## config.mk

```make
export PLATFORM = sky130hd
export DESIGN_NAME = dezs_top
export DESIGN_NICKNAME = d
export VERILOG_FILES = /design/src/hdl/dezs_pkg.sv /design/src/hdl/dezs_top.sv
export SDC_FILE = /design/constraint.sdc
export NUM_CORES = 1
export LEC_CHECK = 0
export BUFFER_PORTS_ARGS = -buffer_cell sky130_fd_sc_hd__buf_4
export CAP_MARGIN = 20
export CORE_UTILIZATION = 52
export CTS_CLUSTER_SIZE = 24
export DETAILED_ROUTE_END_ITERATION = 6
export PLACE_DENSITY = 0.82
export SLEW_MARGIN = 15
export SYNTH_ARGS = -nofsm -noshare
export SYNTH_HDL_FRONTEND = slang
export SYNTH_SLANG_ARGS = --single-unit
```

## constraint.sdc

```tcl
create_clock -name clk_i -period 4.4 [get_ports clk_i]
set_clock_uncertainty 0.1 [all_clocks]
set_input_delay 0.22 -clock clk_i [delete_from_list [all_inputs] [get_ports clk_i]]
set_output_delay 0.22 -clock clk_i [all_outputs]
set_load 0.01 [all_outputs]
```

## src/hdl/dezs_pkg.sv

```systemverilog
package dezs_pkg;

   ////////////////////////////////////////////////////////////////////////////
   // register map, byte addresses on the 32-bit bus
   localparam logic [7:0] DEZS_ADDR_DRAM_CTL = 8'h18;
   localparam logic [7:0] DEZS_ADDR_ZERO_FILL_MODE_CTL = 8'h20;
   localparam logic [7:0] DEZS_ADDR_SCRUB_CTL = 8'h24;
   localparam logic [7:0] DEZS_ADDR_DUTY = 8'h34;

   // bit positions inside the 32-bit word
   localparam int DEZS_BIT_MEM_EN = 0;
   localparam int DEZS_BIT_ZERO_FILL_MODE = 28;
   localparam int DEZS_BIT_SCRUB_EN = 27;
   localparam int DEZS_BIT_SCRUB_ACT = 28;
   localparam int DEZS_DUTY_LSB = 24;
   localparam int DEZS_LANE_HI = 3;
   localparam int DEZS_LANE_LO = 0;

   // fields inside the duty timing byte
   localparam int DEZS_DUTY_RDIS = 7;
   localparam int DEZS_DUTY_TON_LSB = 3;
   localparam int DEZS_DUTY_TOFF_LSB = 0;
   localparam int DEZS_DUTY_FW = 3;
   localparam logic [7:0] DEZS_DUTY_FULL_FILL = 8'hB8;

   ////////////////////////////////////////////////////////////////////////////
   // memory side and timing
   localparam int DEZS_MEM_AW = 22;
   localparam logic [DEZS_MEM_AW-1:0] DEZS_MEM_LAST = '1;
   localparam logic [31:0] DEZS_ZERO_DATA = 32'h0000_0000;
   localparam logic [7:0] DEZS_ZERO_CHECK = 8'h00;
   localparam int DEZS_CLK_MHZ = 50;
   localparam int DEZS_FILL_MB_PER_S = 100;
   localparam int DEZS_BYTES_PER_WORD = 4;
   // longest allowed spacing of fill writes, rounded down, at least one
   localparam int DEZS_FILL_GAP_CYC_RAW =
      (DEZS_CLK_MHZ * DEZS_BYTES_PER_WORD) / DEZS_FILL_MB_PER_S;
   localparam int DEZS_FILL_GAP_CYC = (DEZS_FILL_GAP_CYC_RAW < 1) ? 1 : DEZS_FILL_GAP_CYC_RAW;

   ////////////////////////////////////////////////////////////////////////////
   // syndrome codes, index [bank][bit], bank 0 = A .. 3 = D
   localparam logic [7:0] DEZS_NO_ERR = 8'h00;
   localparam logic [7:0] DEZS_SYN_TBL [4][16] = '{
      '{8'h32, 8'h34, 8'h38, 8'hD3, 8'h54, 8'h58, 8'h98, 8'h94,
        8'h64, 8'h68, 8'h70, 8'hA7, 8'hA8, 8'hB0, 8'h31, 8'h29},
      '{8'hC8, 8'hD0, 8'hE0, 8'h4F, 8'h51, 8'h61, 8'h62, 8'h52,
        8'h91, 8'hA1, 8'hC1, 8'h9E, 8'hA2, 8'hC2, 8'hC4, 8'hA4},
      '{8'h23, 8'h43, 8'h83, 8'h3D, 8'h45, 8'h85, 8'h89, 8'h49,
        8'h46, 8'h86, 8'h07, 8'h7A, 8'h8A, 8'h0B, 8'h13, 8'h92},
      '{8'h8C, 8'h0D, 8'h0E, 8'hF4, 8'h15, 8'h16, 8'h26, 8'h25,
        8'h19, 8'h1A, 8'h1C, 8'hE9, 8'h2A, 8'h2C, 8'h4C, 8'h4A}};

   ////////////////////////////////////////////////////////////////////////////
   // types
   typedef enum logic [1:0] {
      DEZS_ST_IDLE = 2'b01,
      DEZS_ST_RUN = 2'b10
   } dezs_scrub_st_t;

   typedef struct packed {
      logic req;
      logic we;
      logic [DEZS_MEM_AW-1:0] addr;
      logic [31:0] data;
      logic [7:0] check;
   } dezs_mem_req_t;

   typedef struct packed {
      logic valid;
      logic [7:0] syndrome;
      logic [1:0] addr_bank;
      logic multi_bit_error_flag;
   } dezs_syn_in_t;

   typedef struct packed {
      logic valid;
      logic no_error;
      logic data_err;
      logic check_err;
      logic uncorrectable;
      logic unknown;
      logic [1:0] bank;
      logic [3:0] bit_pos;
      logic [2:0] check_bit;
   } dezs_dec_t;

   typedef struct packed {
      dezs_scrub_st_t st;
      logic scrub_en;
      logic zero_fill_mode;
      logic mem_en;
      logic [7:0] duty;
      logic [DEZS_MEM_AW-1:0] addr;
      logic phase_on;
      logic [DEZS_DUTY_FW-1:0] phase_cnt;
      logic ack;
      logic [31:0] rdata;
      dezs_dec_t dec;
   } dezs_state_t;

   localparam dezs_state_t DEZS_STATE_RST = '{st: DEZS_ST_IDLE, default: '0};

endpackage

```

## src/hdl/dezs_top.sv

```systemverilog
// The Avalon-MM register port was chosen for this implementation.
`timescale 1ns/1ns
// Contract
// (RULE1) a full-rate zero fill clears memory at no less than 100 MB/s.
// (RULE2) software clears scrub enable, bit 27 at 0x24, before zero fill.
// (RULE3) software then waits for scrub active, bit 28, to read zero.
// (RULE4) software stops bus traffic to memory and clears memory enable bit 0.
// (RULE5) software sets zero fill mode, bit 28 at 0x20.
// (RULE6) software writes 0xB8 to duty timing: writes, full on, no off.
// (RULE7) setting scrub enable starts the pass and raises scrub active.
// (RULE8) clearing scrub enable mid pass ends after the pass, no repeat.
// (RULE9) scrub active drops when the pass completes; software waits for it.
// (RULE10) software clears zero fill mode before normal setup and memory enable.
// (RULE11) software may choose a slower scrub rate to limit memory power.
// (RULE12) syndrome zero reports no error.
// (RULE13) any nonzero syndrome is an error located by the fixed table.
// (RULE14) error bank comes from address bits 3 and 2, A to D.
// (RULE15) bank D data bit syndromes follow the fixed table.
// (RULE16) bank C data bit syndromes follow the fixed table.
// (RULE17) bank B data bit syndromes follow the fixed table.
// (RULE18) bank A data bit syndromes follow the fixed table.
// (RULE19) a check bit error gives a one-hot syndrome of that bit.
// (RULE20) a multi-bit error syndrome is not decoded.
// (RULE21) each fill write stores zero data with matching check bits.
module dezs_top
   import dezs_pkg::*;
(
   input wire logic clk_i,
   input wire logic rst_i,
   input wire logic [7:0] avs_address_i,
   input wire logic avs_read_i,
   input wire logic avs_write_i,
   input wire logic [31:0] avs_writedata_i,
   input wire logic [3:0] avs_byteenable_i,
   output logic [31:0] avs_readdata_o,
   output logic avs_waitrequest_o,
   output dezs_mem_req_t mem_o,
   input wire logic mem_ready_i,
   output logic memory_enable_o,
   output logic zero_fill_mode_o,
   output logic scrub_active_o,
   input wire dezs_syn_in_t syn_i,
   output dezs_dec_t dec_o
);

   ////////////////////////////////////////////////////////////////////////////
   // helpers

   // read mux for the register words
   function automatic logic [31:0] dezs_read_word(logic [7:0] a, dezs_state_t s);
      logic [31:0] w;
      w = '0;
      if (a == DEZS_ADDR_DRAM_CTL) begin
         w[DEZS_BIT_MEM_EN] = s.mem_en;
      end else if (a == DEZS_ADDR_ZERO_FILL_MODE_CTL) begin
         w[DEZS_BIT_ZERO_FILL_MODE] = s.zero_fill_mode;
      end else if (a == DEZS_ADDR_SCRUB_CTL) begin
         w[DEZS_BIT_SCRUB_EN] = s.scrub_en;
         w[DEZS_BIT_SCRUB_ACT] = (s.st == DEZS_ST_RUN);
      end else if (a == DEZS_ADDR_DUTY) begin
         w[DEZS_DUTY_LSB +: 8] = s.duty;
      end
      return w;
   endfunction

   // syndrome decode, a pure function: table walk plus one-hot check bit test
   function automatic dezs_dec_t dezs_decode(dezs_syn_in_t s);
      dezs_dec_t d;
      logic hit;
      logic [1:0] tbank;
      logic [3:0] tbit;
      d = '0;
      hit = 1'b0;
      tbank = '0;
      tbit = '0;
      d.valid = s.valid;
      d.bank = s.addr_bank; // RULE14
      for (int b = 0; b < 4; b++) begin
         for (int k = 0; k < 16; k++) begin
            if (DEZS_SYN_TBL[b][k] == s.syndrome) begin
               hit = 1'b1;
               tbank = 2'(b);
               tbit = 4'(k);
            end
         end
      end
      if (s.multi_bit_error_flag) begin
         // position is meaningless here, leave fields clear
         d.uncorrectable = 1'b1; // RULE20
      end else if (s.syndrome == DEZS_NO_ERR) begin
         d.no_error = 1'b1; // RULE12
      end else if ($onehot(s.syndrome)) begin
         d.check_err = 1'b1; // RULE19
         for (int i = 0; i < 8; i++) begin
            if (s.syndrome[i]) begin
               d.check_bit = 3'(i);
            end
         end
      end else if (hit && tbank == s.addr_bank) begin
         // RULE13 RULE15 RULE16 RULE17 RULE18
         d.data_err = 1'b1;
         d.bit_pos = tbit;
      end else begin
         // code outside the table or bank mismatch: error, position unknown
         d.unknown = 1'b1; // RULE13
      end
      return d;
   endfunction

   ////////////////////////////////////////////////////////////////////////////
   // state

   dezs_state_t r_reg;
   dezs_state_t r_next;
   logic bus_req;
   logic bus_take;
   logic mem_take;
   logic [DEZS_DUTY_FW-1:0] ton;
   logic [DEZS_DUTY_FW-1:0] toff;

   assign bus_req = avs_read_i | avs_write_i;
   // one wait cycle on every access keeps read data registered
   assign avs_waitrequest_o = bus_req & ~r_reg.ack;
   assign bus_take = bus_req & r_reg.ack;
   assign ton = r_reg.duty[DEZS_DUTY_TON_LSB +: DEZS_DUTY_FW];
   assign toff = r_reg.duty[DEZS_DUTY_TOFF_LSB +: DEZS_DUTY_FW];
   assign mem_take = mem_o.req & mem_ready_i;

   // outputs straight from the state register
   assign avs_readdata_o = r_reg.rdata;
   assign memory_enable_o = r_reg.mem_en;
   assign zero_fill_mode_o = r_reg.zero_fill_mode;
   assign scrub_active_o = (r_reg.st == DEZS_ST_RUN);
   assign dec_o = r_reg.dec;

   // memory request; writes only when read is disabled in fill mode
   always_comb begin
      mem_o.req = (r_reg.st == DEZS_ST_RUN) & r_reg.phase_on;
      mem_o.we = r_reg.zero_fill_mode & r_reg.duty[DEZS_DUTY_RDIS];
      mem_o.addr = r_reg.addr;
      mem_o.data = DEZS_ZERO_DATA; // RULE21
      mem_o.check = DEZS_ZERO_CHECK; // RULE21
   end

   ////////////////////////////////////////////////////////////////////////////
   // next state

   always_comb begin
      r_next = r_reg;

      // bus slave: first cycle loads read data, second completes
      r_next.ack = bus_req & ~r_reg.ack;
      if (bus_req && !r_reg.ack) begin
         r_next.rdata = dezs_read_word(avs_address_i, r_reg);
      end
      if (avs_write_i && bus_take) begin
         if (avs_address_i == DEZS_ADDR_DRAM_CTL) begin
            if (avs_byteenable_i[DEZS_LANE_LO]) begin
               r_next.mem_en = avs_writedata_i[DEZS_BIT_MEM_EN];
            end
         end else if (avs_address_i == DEZS_ADDR_ZERO_FILL_MODE_CTL) begin
            if (avs_byteenable_i[DEZS_LANE_HI]) begin
               r_next.zero_fill_mode = avs_writedata_i[DEZS_BIT_ZERO_FILL_MODE];
            end
         end else if (avs_address_i == DEZS_ADDR_SCRUB_CTL) begin
            if (avs_byteenable_i[DEZS_LANE_HI]) begin
               r_next.scrub_en = avs_writedata_i[DEZS_BIT_SCRUB_EN];
            end
         end else if (avs_address_i == DEZS_ADDR_DUTY) begin
            if (avs_byteenable_i[DEZS_LANE_HI]) begin
               r_next.duty = avs_writedata_i[DEZS_DUTY_LSB +: 8];
            end
         end
      end

      // scrubber pass engine
      case (r_reg.st)
         DEZS_ST_IDLE: begin
            if (r_reg.scrub_en) begin
               r_next.st = DEZS_ST_RUN; // RULE7
               r_next.addr = '0;
               r_next.phase_on = 1'b1;
               r_next.phase_cnt = '0;
            end
         end
         DEZS_ST_RUN: begin
            if (r_reg.phase_on) begin
               if (mem_take) begin
                  if (r_reg.addr == DEZS_MEM_LAST) begin
                     r_next.addr = '0;
                     // enable sampled only at the pass boundary
                     if (!r_reg.scrub_en) begin
                        r_next.st = DEZS_ST_IDLE; // RULE8 RULE9
                     end
                  end else begin
                     r_next.addr = r_reg.addr + 1'b1;
                  end
                  // on time counts accepted cycles so a stall never cuts a request
                  if (r_reg.phase_cnt == ton) begin
                     r_next.phase_cnt = '0;
                     r_next.phase_on = (toff == '0); // RULE1
                  end else begin
                     r_next.phase_cnt = r_reg.phase_cnt + 1'b1;
                  end
               end
            end else begin
               if (r_reg.phase_cnt + 1'b1 == toff) begin
                  r_next.phase_cnt = '0;
                  r_next.phase_on = 1'b1;
               end else begin
                  r_next.phase_cnt = r_reg.phase_cnt + 1'b1;
               end
            end
         end
         default: begin
            r_next.st = DEZS_ST_IDLE;
         end
      endcase

      // syndrome fields held until the next valid sample; the valid flag lasts one cycle
      if (syn_i.valid) begin
         r_next.dec = dezs_decode(syn_i);
      end else begin
         r_next.dec.valid = 1'b0;
      end
   end

   // state register
   always_ff @(posedge clk_i) begin
      if (rst_i) begin
         r_reg <= DEZS_STATE_RST;
      end else begin
         r_reg <= r_next;
      end
   end

   logic pass_end;
   assign pass_end = mem_take & (r_reg.addr == DEZS_MEM_LAST);
endmodule

```

After elaboration in Yosys (flattened, before gate mapping)
Cells that the tools add are included.
{"block": "word_totals", "reg_bits": 64, "output_inout_bits": 115, "inputBits": 61}
{"block": "classes", "muxes": 226, "add_sub_neg": 9, "n_bitwise": 10, "eq_ne": 81, "n_reduce_logical": 15}
{"op": "$mux W4", "count": 66}
{"op": "$eq A8 B8 Y1 const A", "count": 26}
{"op": "$eq A7 B8 Y1 const A", "count": 17}
{"op": "$mux W2", "count": 55}
{"op": "$eq A6 B8 Y1 const A", "count": 11}
{"op": "$mux W1", "count": 82}
{"op": "$mux W26", "count": 2}
{"op": "$pmux W26 S2", "count": 1}
{"op": "$eq A5 B8 Y1 const A", "count": 6}
{"op": "$mux W22", "count": 2}
{"op": "$mux W3", "count": 13}
{"op": "$eq A4 B8 Y1 const A", "count": 3}
{"op": "$eq A8 B6 Y1 const B", "count": 3}
{"op": "$add A22 B1 Y22 const B", "count": 1}
{"op": "$eq A22 B22 Y1 const B", "count": 1}
{"op": "$mux W8", "count": 2}
{"op": "$mux W7", "count": 2}
{"op": "$reduce_and A5 Y1", "count": 2}
{"op": "$add A1 B1 Y2", "count": 4}
{"op": "$eq A3 B8 Y1 const A", "count": 1}
{"op": "$eq A8 B5 Y1 const B", "count": 1}
{"op": "$logic_not A8 Y1", "count": 1}
{"op": "$reduce_and A4 Y1", "count": 2}
{"op": "$add A2 B2 Y3", "count": 2}
{"op": "other kinds (21)", "count": 35}

Depth between registers and ports, before layout
{"block": "logic_depth", "word_depth": 71, "mapped_depth": 14, "ltp_nobuf": 13}

Worst setup path before layout
Ideal clock, no wire load.
{"block": "synth_timing", "path_type": "input port to flip-flop", "from": "input syn_i[3] (netlist bit)", "to": "register r_reg (netlist bit dec_o[4])", "path_buffers": 0, "arrival_ns": 3.100, "t_required_ns": 4.213, "slack_ns": 1.113, "stages": 13, "path_cell_list": "fa_1 -> inv_1 -> fa_1 -> fa_1 -> inv_1 -> ha_1 -> fa_1 -> nand3_1 -> o21ai_0 -> nand3b_1 -> nand2_1 -> or2_2 -> o31ai_1"}
{"block": "synth_via", "elab_chain_cells": 71, "word_cells_on_any_way": 251, "cone_classes": "add/sub: 3; eq/ne: 66; mux: 180; reduce/logical: 2"}
{"element": "start, declared", "line_no": "dezs_top.sv:42", "rtl": "input wire dezs_syn_in_t syn_i,"}
{"element": "$eq A6 B8 Y1", "line_no": "dezs_top.sv:80", "rtl": "if (DEZS_SYN_TBL[b][k] == s.syndrome) begin"}
{"element": "$mux W1 (64 in a row)", "line_no": "dezs_top.sv:80"}
{"element": "$mux W1", "line_no": "dezs_top.sv:221", "rtl": "if (syn_i.valid) begin"}
{"element": "$logic_and A1 B1 Y1", "line_no": "dezs_top.sv:99", "rtl": "end else if (hit && tbank == s.addr_bank) begin"}
{"element": "$mux W4", "line_no": "dezs_top.sv:99"}
{"element": "$mux W4", "line_no": "dezs_top.sv:92", "rtl": "end else if ($onehot(s.syndrome)) begin"}
{"element": "$mux W7 *", "line_no": "dezs_top.sv:90", "rtl": "end else if (s.syndrome == DEZS_NO_ERR) begin"}
{"element": "$mux W7 *", "line_no": "dezs_top.sv:87", "rtl": "if (s.multi_bit_error_flag) begin"}
{"element": "end signal, assigned", "line_no": "dezs_top.sv:233", "rtl": "r_reg <= r_next;"}
{"element": "end, declared", "line_no": "dezs_top.sv:113", "rtl": "dezs_state_t r_reg;"}
Every way passes the cells marked *; elsewhere a longest branch is shown, timed or not. The select of a mux whose other input is x is not followed.
A chain may end at the register's enable or synchronous reset.

Final worst setup path
{"block": "layout_timing", "from": "input syn_i[6] (netlist bit)", "to": "register r_reg (netlist bit dec_o[6])"}
Same word-level chain as after synthesis.

==> impl_summary.txt <==
----------------------------------------------------
[Outcome]
  Run status ... finished clean

[Synthesis]
  Number of flops mapped to enable cells by yosys ... 0
  Share of synthesized area occupied by flip-flops and latches ... 0.244
  Most used flip-flop cell after synthesis ... sky130_fd_sc_hd__dfxtp_1
  Total of flip-flops plus latches after synthesis ... 64
  Number of distinct library cells after synthesis ... just under 80
  Post-synth design cell area ... 5250 um^2
  Share of the synthesized area in the top cell type ... 0.244
  Mean area per synthesized cell ... approximately 7.8 um^2
  Ranking of synthesized cells by area ... sky130_fd_sc_hd__dfxtp_1 24%, sky130_fd_sc_hd__buf_4 16%, sky130_fd_sc_hd__nor2_1 5.4%
  Syn. warnings ... 0
  Synthesized netlist cell count ... 671
  Cell with the most instances after synthesis ... sky130_fd_sc_hd__buf_4
  Proportion of register bits with asynchronous set or reset after synthesis ... 0
  Most frequent cells after synthesis ... 110 x sky130_fd_sc_hd__buf_4, 75 x sky130_fd_sc_hd__nor2_1, 64 x sky130_fd_sc_hd__dfxtp_1, 49 x sky130_fd_sc_hd__nand2_1, 30 x sky130_fd_sc_hd__a21oi_1
  Synth area leader ... sky130_fd_sc_hd__dfxtp_1

[Final layout]
  Share of cells above drive strength 1 ... 0.176
  Diodes inserted ... 0
  Final net count ... around 760
  Area Growth Syn to Fin ... 5.01%
  Layout Cell Area excl Fill ... approximately 5500 um^2
  Number of flip-flops under the largest register name ... 22
  Utilization of the core after routing ... 0.563
  Fillers ... a little over 900

[Pwr]
  Power Density ... roughly 240 nW/um^2
  Worst vdd ir ... around 140 uV
  Overall Power ... ~1.3 mW
  Leakage ... 2.33 nW

[Critical path]
  Worst r2r src ... r_reg[85]$_SDFFE_PP1P_
  Crit path kind ... primary input to flip-flop
  Critical Path Sink Type ... flip-flop
  Arrival time worst endpoint ... between 3 and 4 ns
  Worst flop-to-flop path endpoint ... mem_o[48]$_SDFFE_PP0P_
  Critical path peak fanout ... 29
  Reg2Reg Setup Slack ... between 1.5 and 2 ns
  CP startpoint kind ... primary input
  Crit path required time ... approximately 4.6 ns
  Depth of the most critical reg-to-reg path ... 9

[Timing]
  Max Slew Vio Count ... 0
  Final worst path period need ... approximately 3.4 ns
  Normalized max-slew margin ... 0.561
  Number of endpoints with negative hold slack in the final report ... 0
  Top achievable clock speed ... 291 MHz
  Sum of negative setup slack ... 0 ns
  RSZ-0062 raised after global routing ... false
  # setup viols final ... 0
  Slew at the pin closest to its max-slew limit ... 0.653 ns
  Fin crit share ... 0.782

[Die]
  Effective utilization at floorplan ... 0.537
  Die boundary height ... ~100 um
  Core ar. ... just under 10000 um^2
  Width of the die ... approximately 100 um
  Count of boundary I/O pins ... between 150 and 200
  Standard-cell row count ... 36
  Floorplan die area ... 10500 um^2

[Drt]
  Remaining number of nets flagged by the antenna check after routing ... 0
  Count of unresolved DRC violations after routing ... 0
  Vias per cell ... between 5 and 6
  Overall routed net length ... 13.3 mm
  Routed vias ... between 4000 and 5000
  Pre-antenna DRT Iters ... 5
  Routed length per instance ... roughly 16 um
  Detailed Route Iter0 Violations ... approximately 340

[CTS]
  Count of cells resized by post-cts repair ... 0
  Number of CTS-inserted buffers ... 9
  Clock slew seen by the registers of the worst setup and hold paths ... roughly 0.07 ns
  Post-CTS repair timing setup buffer count ... 0
  Root Buffer Master ... sky130_fd_sc_hd__clkbuf_8
  Sink count of the clock tree ... between 60 and 70
  # H-tree levels ... 3
  Max clock buf depth ... 2
  Insertion delay to the later sink of the worst-skew pair ... roughly 0.34 ns
  TritonCTS clock tree ... yes
  Number of hold buffers added after cts ... 0

[Min path]
  Class of the most critical hold timing path ... primary input to flip-flop
  Worst Hold End ... zero_fill_mode_o$_SDFFE_PP0P_
  Startpoint of the tightest hold check path ... avs_writedata_i[28]
  Number of instances on the worst hold path ... 3

[Placed design]
  Routability Congestion ... ~0.97
  Post-placement cell area ... ~5300 um^2
  Port Buffers ... 87
  Detailed-placement wirelength estimate ... between 9 and 10 mm

[GRT]
  Pin count of the biggest net entering global routing ... 48
  Global-route wire length before repair ... 20.4 mm
  Total track usage ... 0.250
  Vias in the first global route ... ~4200
  Initial antenna violation count ... 0
  Total grt overflow ... 0

[Flow run]
  Max-Cap Viols ... 0

----------------------------------------------------
==> per-layer routing <==
layer | up-vias | global-route usage | part of all wire
li1 | 2243 | - | -
met1 | 2231 | 0.314 | 0.41
met2 | 231 | 0.418 | 0.50
met3 | 29 | 0.0349 | 0.063
met4 | 0 | 0.123 | 0.029
met5 | - | 0 | 0
==> how the worst max path moves through the flow <==
stage,startpoint,endpoint,slack (ns),cells after the start
CTS,syn_i[6],dec_o[6]$_SDFFE_PP0P_,0.95,14
global placement,syn_i[6],dec_o[6]$_SDFFE_PP0P_,0.67,14
finish,syn_i[6],dec_o[6]$_SDFFE_PP0P_,0.96,14
floorplan,syn_i[3],dec_o[4]$_SDFFE_PP0P_,1.11,13
detailed placement,syn_i[6],dec_o[6]$_SDFFE_PP0P_,0.59,14
global route,syn_i[6],dec_o[5]$_SDFFE_PP0P_,0.79,14
==> layout by cell type (no fill, tap or decap), types with 5 or more instances in the layout <==
cell type | Yosys | layout
sky130_fd_sc_hd__a211oi_1 | 7 | 7
sky130_fd_sc_hd__a21oi_1 | 30 | 30
sky130_fd_sc_hd__a22oi_1 | 9 | 9
sky130_fd_sc_hd__and2_1 | 5 | 5
sky130_fd_sc_hd__buf_4 | 110 | 89
sky130_fd_sc_hd__clkbuf_8 | 0 | 11
sky130_fd_sc_hd__conb_1 | 1 | 63
sky130_fd_sc_hd__dfxtp_1 | 64 | 64
sky130_fd_sc_hd__ha_1 | 11 | 11
sky130_fd_sc_hd__inv_1 | 24 | 24
sky130_fd_sc_hd__mux2i_1 | 21 | 21
sky130_fd_sc_hd__nand2_1 | 49 | 49
sky130_fd_sc_hd__nand2b_1 | 5 | 5
sky130_fd_sc_hd__nand3_1 | 27 | 27
sky130_fd_sc_hd__nand3b_1 | 6 | 6
sky130_fd_sc_hd__nand4_1 | 13 | 13
sky130_fd_sc_hd__nor2_1 | 75 | 75
sky130_fd_sc_hd__nor3_1 | 10 | 10
sky130_fd_sc_hd__nor4_1 | 11 | 11
sky130_fd_sc_hd__nor4b_1 | 5 | 5
sky130_fd_sc_hd__o21ai_0 | 15 | 15
sky130_fd_sc_hd__o22ai_1 | 8 | 8
sky130_fd_sc_hd__o31ai_1 | 8 | 8
sky130_fd_sc_hd__or2_2 | 5 | 5
sky130_fd_sc_hd__xnor2_1 | 9 | 9
sky130_fd_sc_hd__xor2_1 | 17 | 17
==> layout make-up <==
class | count | area (um^2) | share of cell area
multi-input combinational | 497 | 3090 | 0.562
sequential | 64 | 1280 | 0.233
timing repair buffer | 89 | 668 | 0.121
tap | 133 | 166 | 0.0302
clock buffer | 14 | 163 | 0.0295
inverter | 26 | 97.6 | 0.0177
clock inverter | 2 | 37.5 | 0.00682
==> per-stage QoR <==
| step | hold WS [ns] | setup WS [ns] | cells |
|---|---|---|---|
| CTS | 0.00546 | 0.954 | 825 |
| global route | 0.0252 | 0.788 | 825 |
| finish | 0.0226 | 0.958 | 825 |
| floorplan | 0.264 | 1.11 | 733 |
| global placement | 0.339 | 0.670 | 809 |
| detailed placement | 0.352 | 0.592 | 809 |
==> worst max-delay path, cell delays in order <==
cell and delay (ns):
sky130_fd_sc_hd__buf_4 0.29, sky130_fd_sc_hd__fa_1 0.47, sky130_fd_sc_hd__inv_1 0.08, sky130_fd_sc_hd__fa_1 0.42, sky130_fd_sc_hd__fa_1 0.49, sky130_fd_sc_hd__inv_1 0.04
sky130_fd_sc_hd__ha_1 0.20, sky130_fd_sc_hd__fa_1 0.38, sky130_fd_sc_hd__nand3_1 0.07, sky130_fd_sc_hd__o21ai_0 0.08, sky130_fd_sc_hd__nand3b_1 0.14, sky130_fd_sc_hd__nand2_1 0.13
sky130_fd_sc_hd__or2_2 0.34, sky130_fd_sc_hd__o31ai_1 0.24
==> logic make-up (layout without fill, tap and decap cells) <==
| family | after synthesis | count (layout) | synth area share |
|---|---|---|---|
| compound gates | 120 | 120 | 0.160 |
| xor+xnor | 26 | 26 | 0.0434 |
| fa+ha+maj | 15 | 15 | 0.0415 |
| buf+inv | 172 | 131 | 0.210 |
| flops | 64 | 64 | 0.244 |
| mux | 22 | 22 | 0.0422 |
| other cells | 1 | 63 | 0.000715 |
| simple gates | 251 | 251 | 0.257 |
==> report_power, final <==
group	leakage (nW)	internal (mW)	switching, mW
registers	0.517	0.587	0.00468
clock network	0.0969	0.294	0.214
logic	1.72	0.0856	0.163
No activity file was read; power rests on OpenSTA's default activity.
